**config.mk**
```make
export PLATFORM = sky130hd
export DESIGN_NAME = cmirq_top
export DESIGN_NICKNAME = d
export VERILOG_FILES = /design/src/hw/cmirq_pkg.sv /design/src/hw/cmirq_sync.sv /design/src/hw/cmirq_top.sv
export SDC_FILE = /design/constraint.sdc
export NUM_CORES = 1
export LEC_CHECK = 0
export BUFFER_PORTS_ARGS = -buffer_cell sky130_fd_sc_hd__buf_2
export CORE_UTILIZATION = 42
export DETAILED_ROUTE_END_ITERATION = 6
export GPL_ROUTABILITY_DRIVEN = 1
export PLACE_DENSITY_LB_ADDON = 0.25
export SKIP_LAST_GASP = 1
export SYNTH_ARGS = -nofsm -noshare
export SYNTH_HDL_FRONTEND = slang
export SYNTH_SLANG_ARGS = --single-unit
```
**constraint.sdc**
```tcl
create_clock -name mclk -period 1.05 [get_ports mclk]
set_input_delay 0.105 -clock mclk [delete_from_list [all_inputs] [get_ports mclk]]
set_output_delay 0.105 -clock mclk [all_outputs]
set_load 0.02 [all_outputs]
```
**src/hw/cmirq_pkg.sv**
```systemverilog
// Package for the comparator mode and edge interrupt register block.
// Assumes an 8-bit special-function register port on the system clock.
package cmirq_pkg;
    localparam logic [7:0] CMIRQ_MODE_ADDR = 8'h89;
    localparam logic [7:0] CMIRQ_MODE_RESET = 8'h02;
    localparam logic [7:0] CMIRQ_MODE_WMASK = 8'h33;
    localparam int CMIRQ_RISE_IE_BIT = 5;
    localparam int CMIRQ_FALL_IE_BIT = 4;
    localparam int CMIRQ_MODE_HI_BIT = 1;
    localparam int CMIRQ_MODE_LO_BIT = 0;
    localparam logic [1:0] CMIRQ_RESP_FASTEST = 2'h0;
    localparam logic [1:0] CMIRQ_RESP_LOWPWR = 2'h3;

    typedef struct packed {
        logic rise_irq_enable;
        logic fall_irq_enable;
        logic [1:0] response_mode;
    } cmirq_mode_t;

    typedef struct packed {
        logic rise_edge_flag;
        logic fall_edge_flag;
    } cmirq_flags_t;
endpackage

```
**src/hw/cmirq_sync.sv**
```systemverilog
// Three-stage synchroniser with agreement filter for the comparator output.
// Assumes the input is asynchronous to mclk.
`timescale 1ns/100ps
`default_nettype none
module cmirq_sync (
    input wire logic mclk,
    input wire logic reset_n,
    input wire logic async_in,
    output logic sync_out
);
    logic [2:0] stage_q;
    logic [2:0] stage_d;
    logic out_q;
    logic out_d;

    always_comb begin
        stage_d = {stage_q[1:0], async_in};
        out_d = out_q;
        // The first stage is read only by the second stage.
        if (stage_q[1] == stage_q[2]) begin
            out_d = stage_q[2];
        end
    end

    always_ff @(posedge mclk or negedge reset_n) begin
        if (!reset_n) begin
            stage_q <= 3'h0;
            out_q <= 1'b0;
        end else begin
            stage_q <= stage_d;
            out_q <= out_d;
        end
    end

    assign sync_out = out_q;
endmodule
`default_nettype wire

```
**src/hw/cmirq_top.sv**
```systemverilog
// Mode select and edge interrupt logic of the second voltage comparator.
// Assumes an 8-bit register port with a one-cycle write strobe and a
// combinational-address read that is returned registered a cycle later.
// Contract
// - Bits 7:6 and 3:2 of the mode register read zero and ignore writes.
// - Bit 5 gates the rising-edge interrupt.
// - Bit 4 gates the falling-edge interrupt.
// - Bits 1:0 drive the comparator response-time mode, 00 fastest.
// - A rising result sets the rise flag, a falling one the fall flag.
// - Edge flags stay set until software clears them.
// - With the comparator off its output reads low and no irq is made.
`timescale 1ns/100ps
`default_nettype none
module cmirq_top
    import cmirq_pkg::*;
(
    input wire logic mclk,
    input wire logic reset_n,
    input wire logic [7:0] reg_addr,
    input wire logic [7:0] reg_wdata,
    input wire logic reg_wr,
    input wire logic reg_rd,
    output logic [7:0] reg_rdata,
    input wire logic comparator_on,
    input wire logic comparator_raw,
    input wire logic rise_flag_clr,
    input wire logic fall_flag_clr,
    output logic comparator_result,
    output logic rise_edge_flag,
    output logic fall_edge_flag,
    output logic [1:0] response_mode,
    output logic comparator_irq
);
    cmirq_mode_t mode_q, mode_d;
    cmirq_flags_t flags_q, flags_d;
    logic [7:0] rdata_q, rdata_d;
    logic result_q, result_d;
    logic prev_q, prev_d;
    logic irq_q, irq_d;
    logic cmp_sync;
    // Reset image of the stored fields, cut out of the full register value
    // so that the reset read-back and the stored fields cannot drift apart.
    localparam cmirq_mode_t MODE_RESET_VAL = '{
        rise_irq_enable: CMIRQ_MODE_RESET[CMIRQ_RISE_IE_BIT],
        fall_irq_enable: CMIRQ_MODE_RESET[CMIRQ_FALL_IE_BIT],
        response_mode: CMIRQ_MODE_RESET[CMIRQ_MODE_HI_BIT:CMIRQ_MODE_LO_BIT]
    };

    cmirq_sync u_sync (
        .mclk(mclk),
        .reset_n(reset_n),
        .async_in(comparator_raw),
        .sync_out(cmp_sync)
    );

    always_comb begin
        mode_d = mode_q;
        rdata_d = rdata_q;
        if (reg_wr && reg_addr == CMIRQ_MODE_ADDR) begin
            // Unused bit pairs are never stored.
            mode_d.rise_irq_enable = reg_wdata[CMIRQ_RISE_IE_BIT];
            mode_d.fall_irq_enable = reg_wdata[CMIRQ_FALL_IE_BIT];
            mode_d.response_mode =
                reg_wdata[CMIRQ_MODE_HI_BIT:CMIRQ_MODE_LO_BIT];
        end
        if (reg_rd) begin
            rdata_d = 8'h00;
            if (reg_addr == CMIRQ_MODE_ADDR) begin
                rdata_d[CMIRQ_RISE_IE_BIT] = mode_q.rise_irq_enable;
                rdata_d[CMIRQ_FALL_IE_BIT] = mode_q.fall_irq_enable;
                rdata_d[CMIRQ_MODE_HI_BIT:CMIRQ_MODE_LO_BIT] =
                    mode_q.response_mode;
            end
        end
    end

    always_comb begin
        // A disabled comparator is seen as low.
        result_d = comparator_on & cmp_sync;
        prev_d = result_q;
        flags_d = flags_q;
        // Clear first so that a same-cycle edge wins.
        if (rise_flag_clr) begin
            flags_d.rise_edge_flag = 1'b0;
        end
        if (fall_flag_clr) begin
            flags_d.fall_edge_flag = 1'b0;
        end
        if (result_q && !prev_q) begin
            flags_d.rise_edge_flag = 1'b1;
        end
        if (!result_q && prev_q) begin
            flags_d.fall_edge_flag = 1'b1;
        end
        irq_d = comparator_on &&
            ((flags_q.rise_edge_flag && mode_q.rise_irq_enable) ||
             (flags_q.fall_edge_flag && mode_q.fall_irq_enable));
    end

    always_ff @(posedge mclk or negedge reset_n) begin
        if (!reset_n) begin
            mode_q <= MODE_RESET_VAL;
            flags_q <= cmirq_flags_t'(2'h0);
            rdata_q <= 8'h00;
            result_q <= 1'b0;
            prev_q <= 1'b0;
            irq_q <= 1'b0;
        end else begin
            mode_q <= mode_d;
            flags_q <= flags_d;
            rdata_q <= rdata_d;
            result_q <= result_d;
            prev_q <= prev_d;
            irq_q <= irq_d;
        end
    end

    assign reg_rdata = rdata_q;
    assign comparator_result = result_q;
    assign rise_edge_flag = flags_q.rise_edge_flag;
    assign fall_edge_flag = flags_q.fall_edge_flag;
    assign response_mode = mode_q.response_mode;
    assign comparator_irq = irq_q;

    property p_unused_zero;
        @(posedge mclk) disable iff (!reset_n)
        reg_rd |=> (reg_rdata & ~CMIRQ_MODE_WMASK) == 8'h00;
    endproperty
    a_unused_zero: assert property (p_unused_zero)
        else $error("Unused mode bits read nonzero.");

    property p_rise_gate;
        @(posedge mclk) disable iff (!reset_n)
        (comparator_on && rise_edge_flag && mode_q.rise_irq_enable)
            |=> comparator_irq;
    endproperty
    a_rise_gate: assert property (p_rise_gate)
        else $error("Rising irq not raised.");

    property p_fall_gate;
        @(posedge mclk) disable iff (!reset_n)
        (comparator_on && fall_edge_flag && mode_q.fall_irq_enable)
            |=> comparator_irq;
    endproperty
    a_fall_gate: assert property (p_fall_gate)
        else $error("Falling irq not raised.");

    property p_mode_write;
        @(posedge mclk) disable iff (!reset_n)
        (reg_wr && reg_addr == CMIRQ_MODE_ADDR)
            |=> response_mode == $past(reg_wdata[1:0]);
    endproperty
    a_mode_write: assert property (p_mode_write)
        else $error("Response mode not updated.");

    property p_rise_set;
        @(posedge mclk) disable iff (!reset_n)
        $rose(comparator_result) |=> rise_edge_flag;
    endproperty
    a_rise_set: assert property (p_rise_set)
        else $error("Rise flag not set.");

    property p_hold;
        @(posedge mclk) disable iff (!reset_n)
        (fall_edge_flag && !fall_flag_clr) |=> fall_edge_flag;
    endproperty
    a_hold: assert property (p_hold)
        else $error("Fall flag cleared by hardware.");

    property p_off_low;
        @(posedge mclk) disable iff (!reset_n)
        !comparator_on |=> !comparator_result && !comparator_irq;
    endproperty
    a_off_low: assert property (p_off_low)
        else $error("Disabled comparator active.");

    property p_irq_cause;
        @(posedge mclk) disable iff (!reset_n)
        comparator_irq |-> $past(
            (rise_edge_flag && mode_q.rise_irq_enable) ||
            (fall_edge_flag && mode_q.fall_irq_enable));
    endproperty
    a_irq_cause: assert property (p_irq_cause)
        else $error("Irq without cause.");

    property p_fall_set;
        @(posedge mclk) disable iff (!reset_n)
        $fell(comparator_result) |=> fall_edge_flag;
    endproperty
    a_fall_set: assert property (p_fall_set)
        else $error("Fall flag not set.");

    property p_rise_hold;
        @(posedge mclk) disable iff (!reset_n)
        (rise_edge_flag && !rise_flag_clr) |=> rise_edge_flag;
    endproperty
    a_rise_hold: assert property (p_rise_hold)
        else $error("Rise flag cleared by hardware.");

    property p_rise_clear;
        @(posedge mclk) disable iff (!reset_n)
        (rise_flag_clr && !(comparator_result && !prev_q)) |=> !rise_edge_flag;
    endproperty
    a_rise_clear: assert property (p_rise_clear)
        else $error("Rise flag not cleared.");

    property p_fall_clear;
        @(posedge mclk) disable iff (!reset_n)
        (fall_flag_clr && !(!comparator_result && prev_q)) |=> !fall_edge_flag;
    endproperty
    a_fall_clear: assert property (p_fall_clear)
        else $error("Fall flag not cleared.");

    // A flag whose enable is off must never reach the request line.
    property p_no_cause;
        @(posedge mclk) disable iff (!reset_n)
        !((rise_edge_flag && mode_q.rise_irq_enable) ||
          (fall_edge_flag && mode_q.fall_irq_enable)) |=> !comparator_irq;
    endproperty
    a_no_cause: assert property (p_no_cause)
        else $error("Irq raised with gated flags.");

    property p_result_follow;
        @(posedge mclk) disable iff (!reset_n)
        comparator_on |=> comparator_result == $past(cmp_sync);
    endproperty
    a_result_follow: assert property (p_result_follow)
        else $error("Enabled result does not follow comparator.");
endmodule
`default_nettype wire

```
==> impl_metrics.yaml, run 1 <==
synth:
  yosys_warnings: 0
  yosys.cell_types.count: 17
  post_syn_area_per_cell_um2: 12.7
  synthTopCellsByArea: "dfrtp_1 58%, buf_4 6.6%, mux2_1 6.6%"
  netlist.area_leader.share_pct: 58.4
  synth_top_area_cell: "dfrtp_1"
  syn-cell-area_um2: 686
  synth_cells: 54
  synth_seq_cells: 17
  synth.yosys.seq_area_share_pct: 62.2
clocking:
  clock_tree.buffer_depth: 2
  clkTransAtPathRegs_ns: 0.09
  cts_buffers: 3
  tritoncts: "built"
  clockRootBuffer: "clkbuf_4"
  cts_max_level: 1
  clock-sinks: 17
  worstSkewPairLatency_ns: 0.28
die:
  dieArea_um2: 1800
  initial_utilization_pct: 45.0
  row_count: 14
  core-area_um2: 1520
  ioPinCount: 38
  die-width_um: 42.4
  die_height_um: 42.4
sta:
  clock_period_minus_worst_slack_ns: 1.04
  finalClockSkew_ns: 0.00149
  setup_viol: 0
  fin_hold_ws_ns: 0.0249
  setup_repair_after_global_routing_missed_its_margin: "yes"
  final_hold_viol_count: 0
  fin_ws_ns: 0.00510
  timing.fmax_mhz: 957
  slew_violations: 0
  timing.final.crit_share_pct: 99.5
global_routing:
  grt_first_pass_wirelength_um: 1870
  maximum_number_of_pins_on_one_net_before_global_route_repair: 18
  groute.usage.overall_pct: 14.4
  grt_pass1_vias: 458
  grt.overflow.total: 0
  antenna_found_initial: 0
detailed_routing:
  detailedRoute.firstPassIterationCount: 4
  detail_route.wirelength_um: 1120
  drtAntennaViolNets: 0
  drt-wirelength-per-cell_um: 10.9
  route.detailed.drc: 0
  avgViaCountPerCell: 4.66
  route.vias.total: 480
  initial_drc_count: 11
worst_setup_path:
  critical_path_peak_fanout: 2
  critical-path-top-delay-family: "flip-flops"
  path_type_of_the_worst_setup_path: "flip-flop to primary output"
  crit_path_top_delay_cell: "dfstp_2"
  worst_setup_path_end_kind: "primary output"
  timing.reg2reg.setup_slack_ns: 0.19
  critPathLaunchType: "flip-flop"
  critPathRequiredTime_ns: 0.94
  crit_path_max_incr_delay_ns: 0.55
  critical_path_arrival_ns: 0.94
  critical_path_buf_inv_count: 1
  timing.critical_path.cells: "buf_6"
final_layout:
  stdcell_area_um2: 883
  post_layout_net_count: 112
  post_layout_utilization_of_the_core_pct: 58.0
  layout.cells.non_filler: 103
  fraction_of_layout_instances_using_a_drive_strength_above_1_pct: 42.5
  insertedDiodeCount: 0
  area.growth.synth_to_final_pct: 28.8
placed_design:
  place.port_buffers: 29
  post_dp_cell_area_um2: 813
  gp_congestion: 0.678
  dp.cells: 95
  dpl.hpwl_um: 881
  dp_slack_ns: -0.120
power:
  worst_ir_drop_vdd_v: 0.000907
  leakage_power_uw: 0.000461
  areal_power_density_over_the_cells_nw_per_um2: 1360
hold_path:
  hold_class: "input pin to flip-flop"
job:
  maxCapViolCount: 0
status:
  outcome: "finished, final reports clean"
-- cells by family after synthesis --
group           share of synthesized area, %
buf+inv                                 10.9
simple gates                            11.3
mux                                     6.57
compound gates                          6.93
flops                                   62.2
fa+ha+maj                               1.46
other cells                            0.547
-- layout make-up --
| type | instances | area, um2 |
|---|---|---|
| inverters | 7 | 26.3 |
| multi-input cells | 26 | 195 |
| clock buffers | 4 | 26.3 |
| flip-flops and latches | 17 | 427 |
| fillers | 147 | 641 |
| repair buffers | 33 | 189 |
| well taps | 16 | 20.0 |
-- Yosys cell counts --
cell type,number
mux2_1,4
nand3_2,1
nand2_1,5
o22ai_1,5
dfrtp_1,16
buf_4,6
buf_1,1
and4bb_2,1
a22o_1,1
nor2b_1,1
maj3_1,1
inv_1,7
nor4b_4,1
dfstp_2,1
and2_1,1
conb_1,1
a22oi_1,1
-- sequential cells by signal, indices dropped and copies added, names as in the netlist --
signal,count
comparator_irq,1
comparator_result,1
fall_edge_flag,1
mode_q,2
prev_q,1
reg_rdata,4
response_mode,2
rise_edge_flag,1
u_sync.stage_q,3
u_sync.sync_out,1
-- cell usage in the layout, fill, tap and decap left out, drive strengths merged --
master and instances:
and2 1, nand3 1, buf 30, nor2b 1, conb 4, clkbuf 4, mux2 4, maj3 1
dlygate4sd3 3, dfrtp 16, a22oi 1, o22ai 5, inv 7, nand2 5, dfstp 1, a22o 1
and4bb 1, nor4b 1
-- per-layer routing --
| layer | part of all wire (%) | vias up | global-route usage (%) |
|---|---|---|---|
| met1 | 41 | 222 | 15.8 |
| met2 | 51 | 18 | 24.9 |
| li1 | - | 236 | - |
| met4 | 2.2 | 0 | 9.38 |
| met5 | 0 | - | 0 |
| met3 | 5.4 | 4 | 3.02 |
-- stage by stage --
| stage | power [uW] | setup TNS (ns) |
|---|---|---|
| 2_1_floorplan | 806 | 0 |
| 3_3_place_gp | 860 | -0.292 |
| 3_5_place_dp | 865 | -0.402 |
| 4_1_cts | 1210 | 0 |
| 5_1_grt | 1250 | -0.0189 |
| 6_report | 1200 | 0 |
-- report_power, final --
group	switching (uW)	internal [uW]
clock network	190	148
logic	82.2	70.5
registers	21.5	689
total	293	907
-- repair_timing --
| item | CTS | global route |
|---|---|---|
| gates resized for setup | 2 | 0 |
| buffers inserted | 1 | 0 |
| hold buffers | 3 | 0 |
| gates cloned | 0 | 0 |
| setup endpoints to repair | 1 | 1 |
| endpoints found under the hold margin | 18 | 0 |
-- worst paths after layout --
check	endpoint	startpoint	depth (start not counted)
setup / recovery	response_mode[1]	response_mode[1]	1
hold / removal	mode_q[2]	reg_wdata[4]	2
setup reg to reg	reg_rdata[1]	response_mode[1]	3
hold reg to reg	u_sync.stage_q[1]	u_sync.stage_q[0]	0
max in group asynchronous	response_mode[1]	reset_n	2
min in group asynchronous	u_sync.stage_q[2]	reset_n	2
No activity file was read; power rests on OpenSTA's default activity.
==> inputs of run 2 (changes only) <==
--- a/config.mk
+++ b/config.mk
@@ -6,10 +6,11 @@
 export NUM_CORES = 1
 export LEC_CHECK = 0
 export BUFFER_PORTS_ARGS = -buffer_cell sky130_fd_sc_hd__buf_2
-export CORE_UTILIZATION = 42
+export CORE_UTILIZATION = 39
 export DETAILED_ROUTE_END_ITERATION = 6
 export GPL_ROUTABILITY_DRIVEN = 1
 export PLACE_DENSITY_LB_ADDON = 0.25
+export RECOVER_POWER = 100
 export SKIP_LAST_GASP = 1
 export SYNTH_ARGS = -nofsm -noshare
 export SYNTH_HDL_FRONTEND = slang
==> run 2 against run 1 <==
Against the previous run:
- final cell count is 0.97% higher
- count of clock-buffer cells in the layout stayed put
- die area up 7.3%
- critical path depth unchanged
- design area shrank 1.1%
- sequential share of layout area is 0.55 points higher
- maximum frequency increased by 0.50%
- via count fell by 4.4%
- clock skew is 0.0017 ns higher
- hold slack better by 0.0021 ns
- power down 1.2%
- largest power group unchanged
==> impl_metrics.yaml, run 2 (same netlist as run 1, synthesis figures left out) <==
status:
  outcome: "finished, final reports clean"
worst_setup_path:
  critical_path_peak_fanout: 2
  worstRegToRegCells: 4
  path_type_of_the_worst_setup_path: "flip-flop to primary output"
  crit_path_top_delay_cell: "dfstp_2"
  critPathRequiredTime_ns: 0.94
  crit_path_max_incr_delay_ns: 0.54
  critical_path_arrival_ns: 0.93
  timing.critical_path.cells: "buf_6"
  critical-path-top-delay-family: "flip-flops"
  worst_setup_path_end_kind: "primary output"
  timing.critical_path.depth: 1
  critPathLaunchType: "flip-flop"
  critical_path_buf_inv_count: 1
final_layout:
  final_cell_mix: "18 x buf_2, 16 x dfrtp_1, 10 x clkbuf_2"
  area.sequential_um2: 427
  fraction_of_layout_instances_using_a_drive_strength_above_1_pct: 40.9
  mostFrequentLayoutCell: "buf_2"
  post_layout_net_count: 113
  insertedDiodeCount: 0
  multiInputGateArea_um2: 181
  layout.cells.non_filler: 104
  largest_register_ffs: 4
  area.growth.synth_to_final_pct: 27.4
  num-fill-cells: 143
die:
  die-width_um: 43.9
  ioPinCount: 38
  row_count: 14
  core-area_um2: 1580
  dieArea_um2: 1930
  die_height_um: 43.9
  initial_utilization_pct: 43.5
power:
  areal_power_density_over_the_cells_nw_per_um2: 1360
  worst_ir_drop_vdd_v: 0.000831
  leakage_power_uw: 0.000451
clocking:
  cts_buffers: 3
  clkTransAtPathRegs_ns: 0.09
  cts_max_level: 1
  clockRootBuffer: "clkbuf_4"
  worstSkewPairLatency_ns: 0.28
  clock_tree.buffer_depth: 2
  tritoncts: "built"
  clock-sinks: 17
sta:
  clock_period_minus_worst_slack_ns: 1.04
  setup_viol: 0
  timing.final.crit_share_pct: 99.0
  slew_violations: 0
  final_hold_viol_count: 0
  timing.fmax_mhz: 962
  setup_repair_after_global_routing_missed_its_margin: "yes"
  fin_ws_ns: 0.0103
  finalClockSkew_ns: 0.00318
  setup-tns-final_ns: 0
global_routing:
  antenna_found_initial: 0
  maximum_number_of_pins_on_one_net_before_global_route_repair: 18
  grt_pass1_vias: 411
  grt_first_pass_wirelength_um: 1680
  groute.usage.overall_pct: 12.6
  grt.overflow.total: 0
job:
  maxCapViolCount: 0
placed_design:
  place.port_buffers: 29
  gp_congestion: 0.695
  dp_slack_ns: -0.0958
  dpl.hpwl_um: 839
  dp.cells: 95
detailed_routing:
  route.detailed.drc: 0
  route.vias.total: 459
  drt-wirelength-per-cell_um: 10.5
  initial_drc_count: 4
  detail_route.wirelength_um: 1090
  drtAntennaViolNets: 0
  detailedRoute.firstPassIterationCount: 5
  avgViaCountPerCell: 4.41
hold_path:
  hold_class: "input pin to flip-flop"
  worstHoldPathCells: 2
## run 2: cell types whose count changed in the layout (fill, tap and decap cells not counted)
cell and change:
clkbuf_1 +1, nand3_1 +1, nor4b_2 +1, clkbuf_2 +10, nand3_2 -1, nor4b_4 -1
buf_2 -10
## run 2: final timing paths
kind	slack, ns	end	from
worst max register to register	0.08	reg_rdata[1]	response_mode[1]
worst min register to register	0.36	u_sync.stage_q[1]	u_sync.stage_q[0]
max in group asynchronous	0.46	response_mode[1]	reset_n
worst max-delay path	0.01	response_mode[1]	response_mode[1]
worst min-delay path	0.03	mode_q[3]	reg_wdata[5]
min in group asynchronous	0.27	prev_q	reset_n
## run 2: where the power goes
part           internal, uW  switching, uW
Combinational          68.9           78.9
Sequential              689           21.2
Clock                   148            181
Total                   906            281
## run 2: final cells by class
| class | instances | area share (%) |
|---|---|---|
| multi-input cells | 26 | 20.8 |
| clock buffers | 4 | 3.01 |
| well taps | 16 | 2.29 |
| repair buffers | 34 | 22.1 |
| flip-flops and latches | 17 | 48.9 |
| inverters | 7 | 3.01 |
## run 2: metrics by stage
step | area (um2) | util, % | hold WS (ns) | power, uW
floorplan | 697 | - | -0.191 | 806
global placement | 813 | 51.6 | 0.0369 | 861
detailed placement | 813 | 51.6 | 0.0369 | 863
CTS | 883 | 56.0 | 0.0248 | 1210
global route | 873 | 55.4 | 0.0205 | 1250
finish | 873 | 55.4 | 0.0270 | 1190
## run 2: what timing repair did
item,in CTS,in global routing
resized for setup,2,0
buffers inserted,1,1
setup endpoints to repair,1,1
hold buffers,3,0
hold endpoints to repair,18,0
## run 2: layer usage
metal / vias to the layer above / routed length, um / GRT usage, %
met4: 0 / 30 / 3.64
met3: 4 / 52 / 6.25
li1: 235 / - / -
met2: 13 / 555 / 21.2
met5: - / 0 / 0
met1: 207 / 450 / 14.2
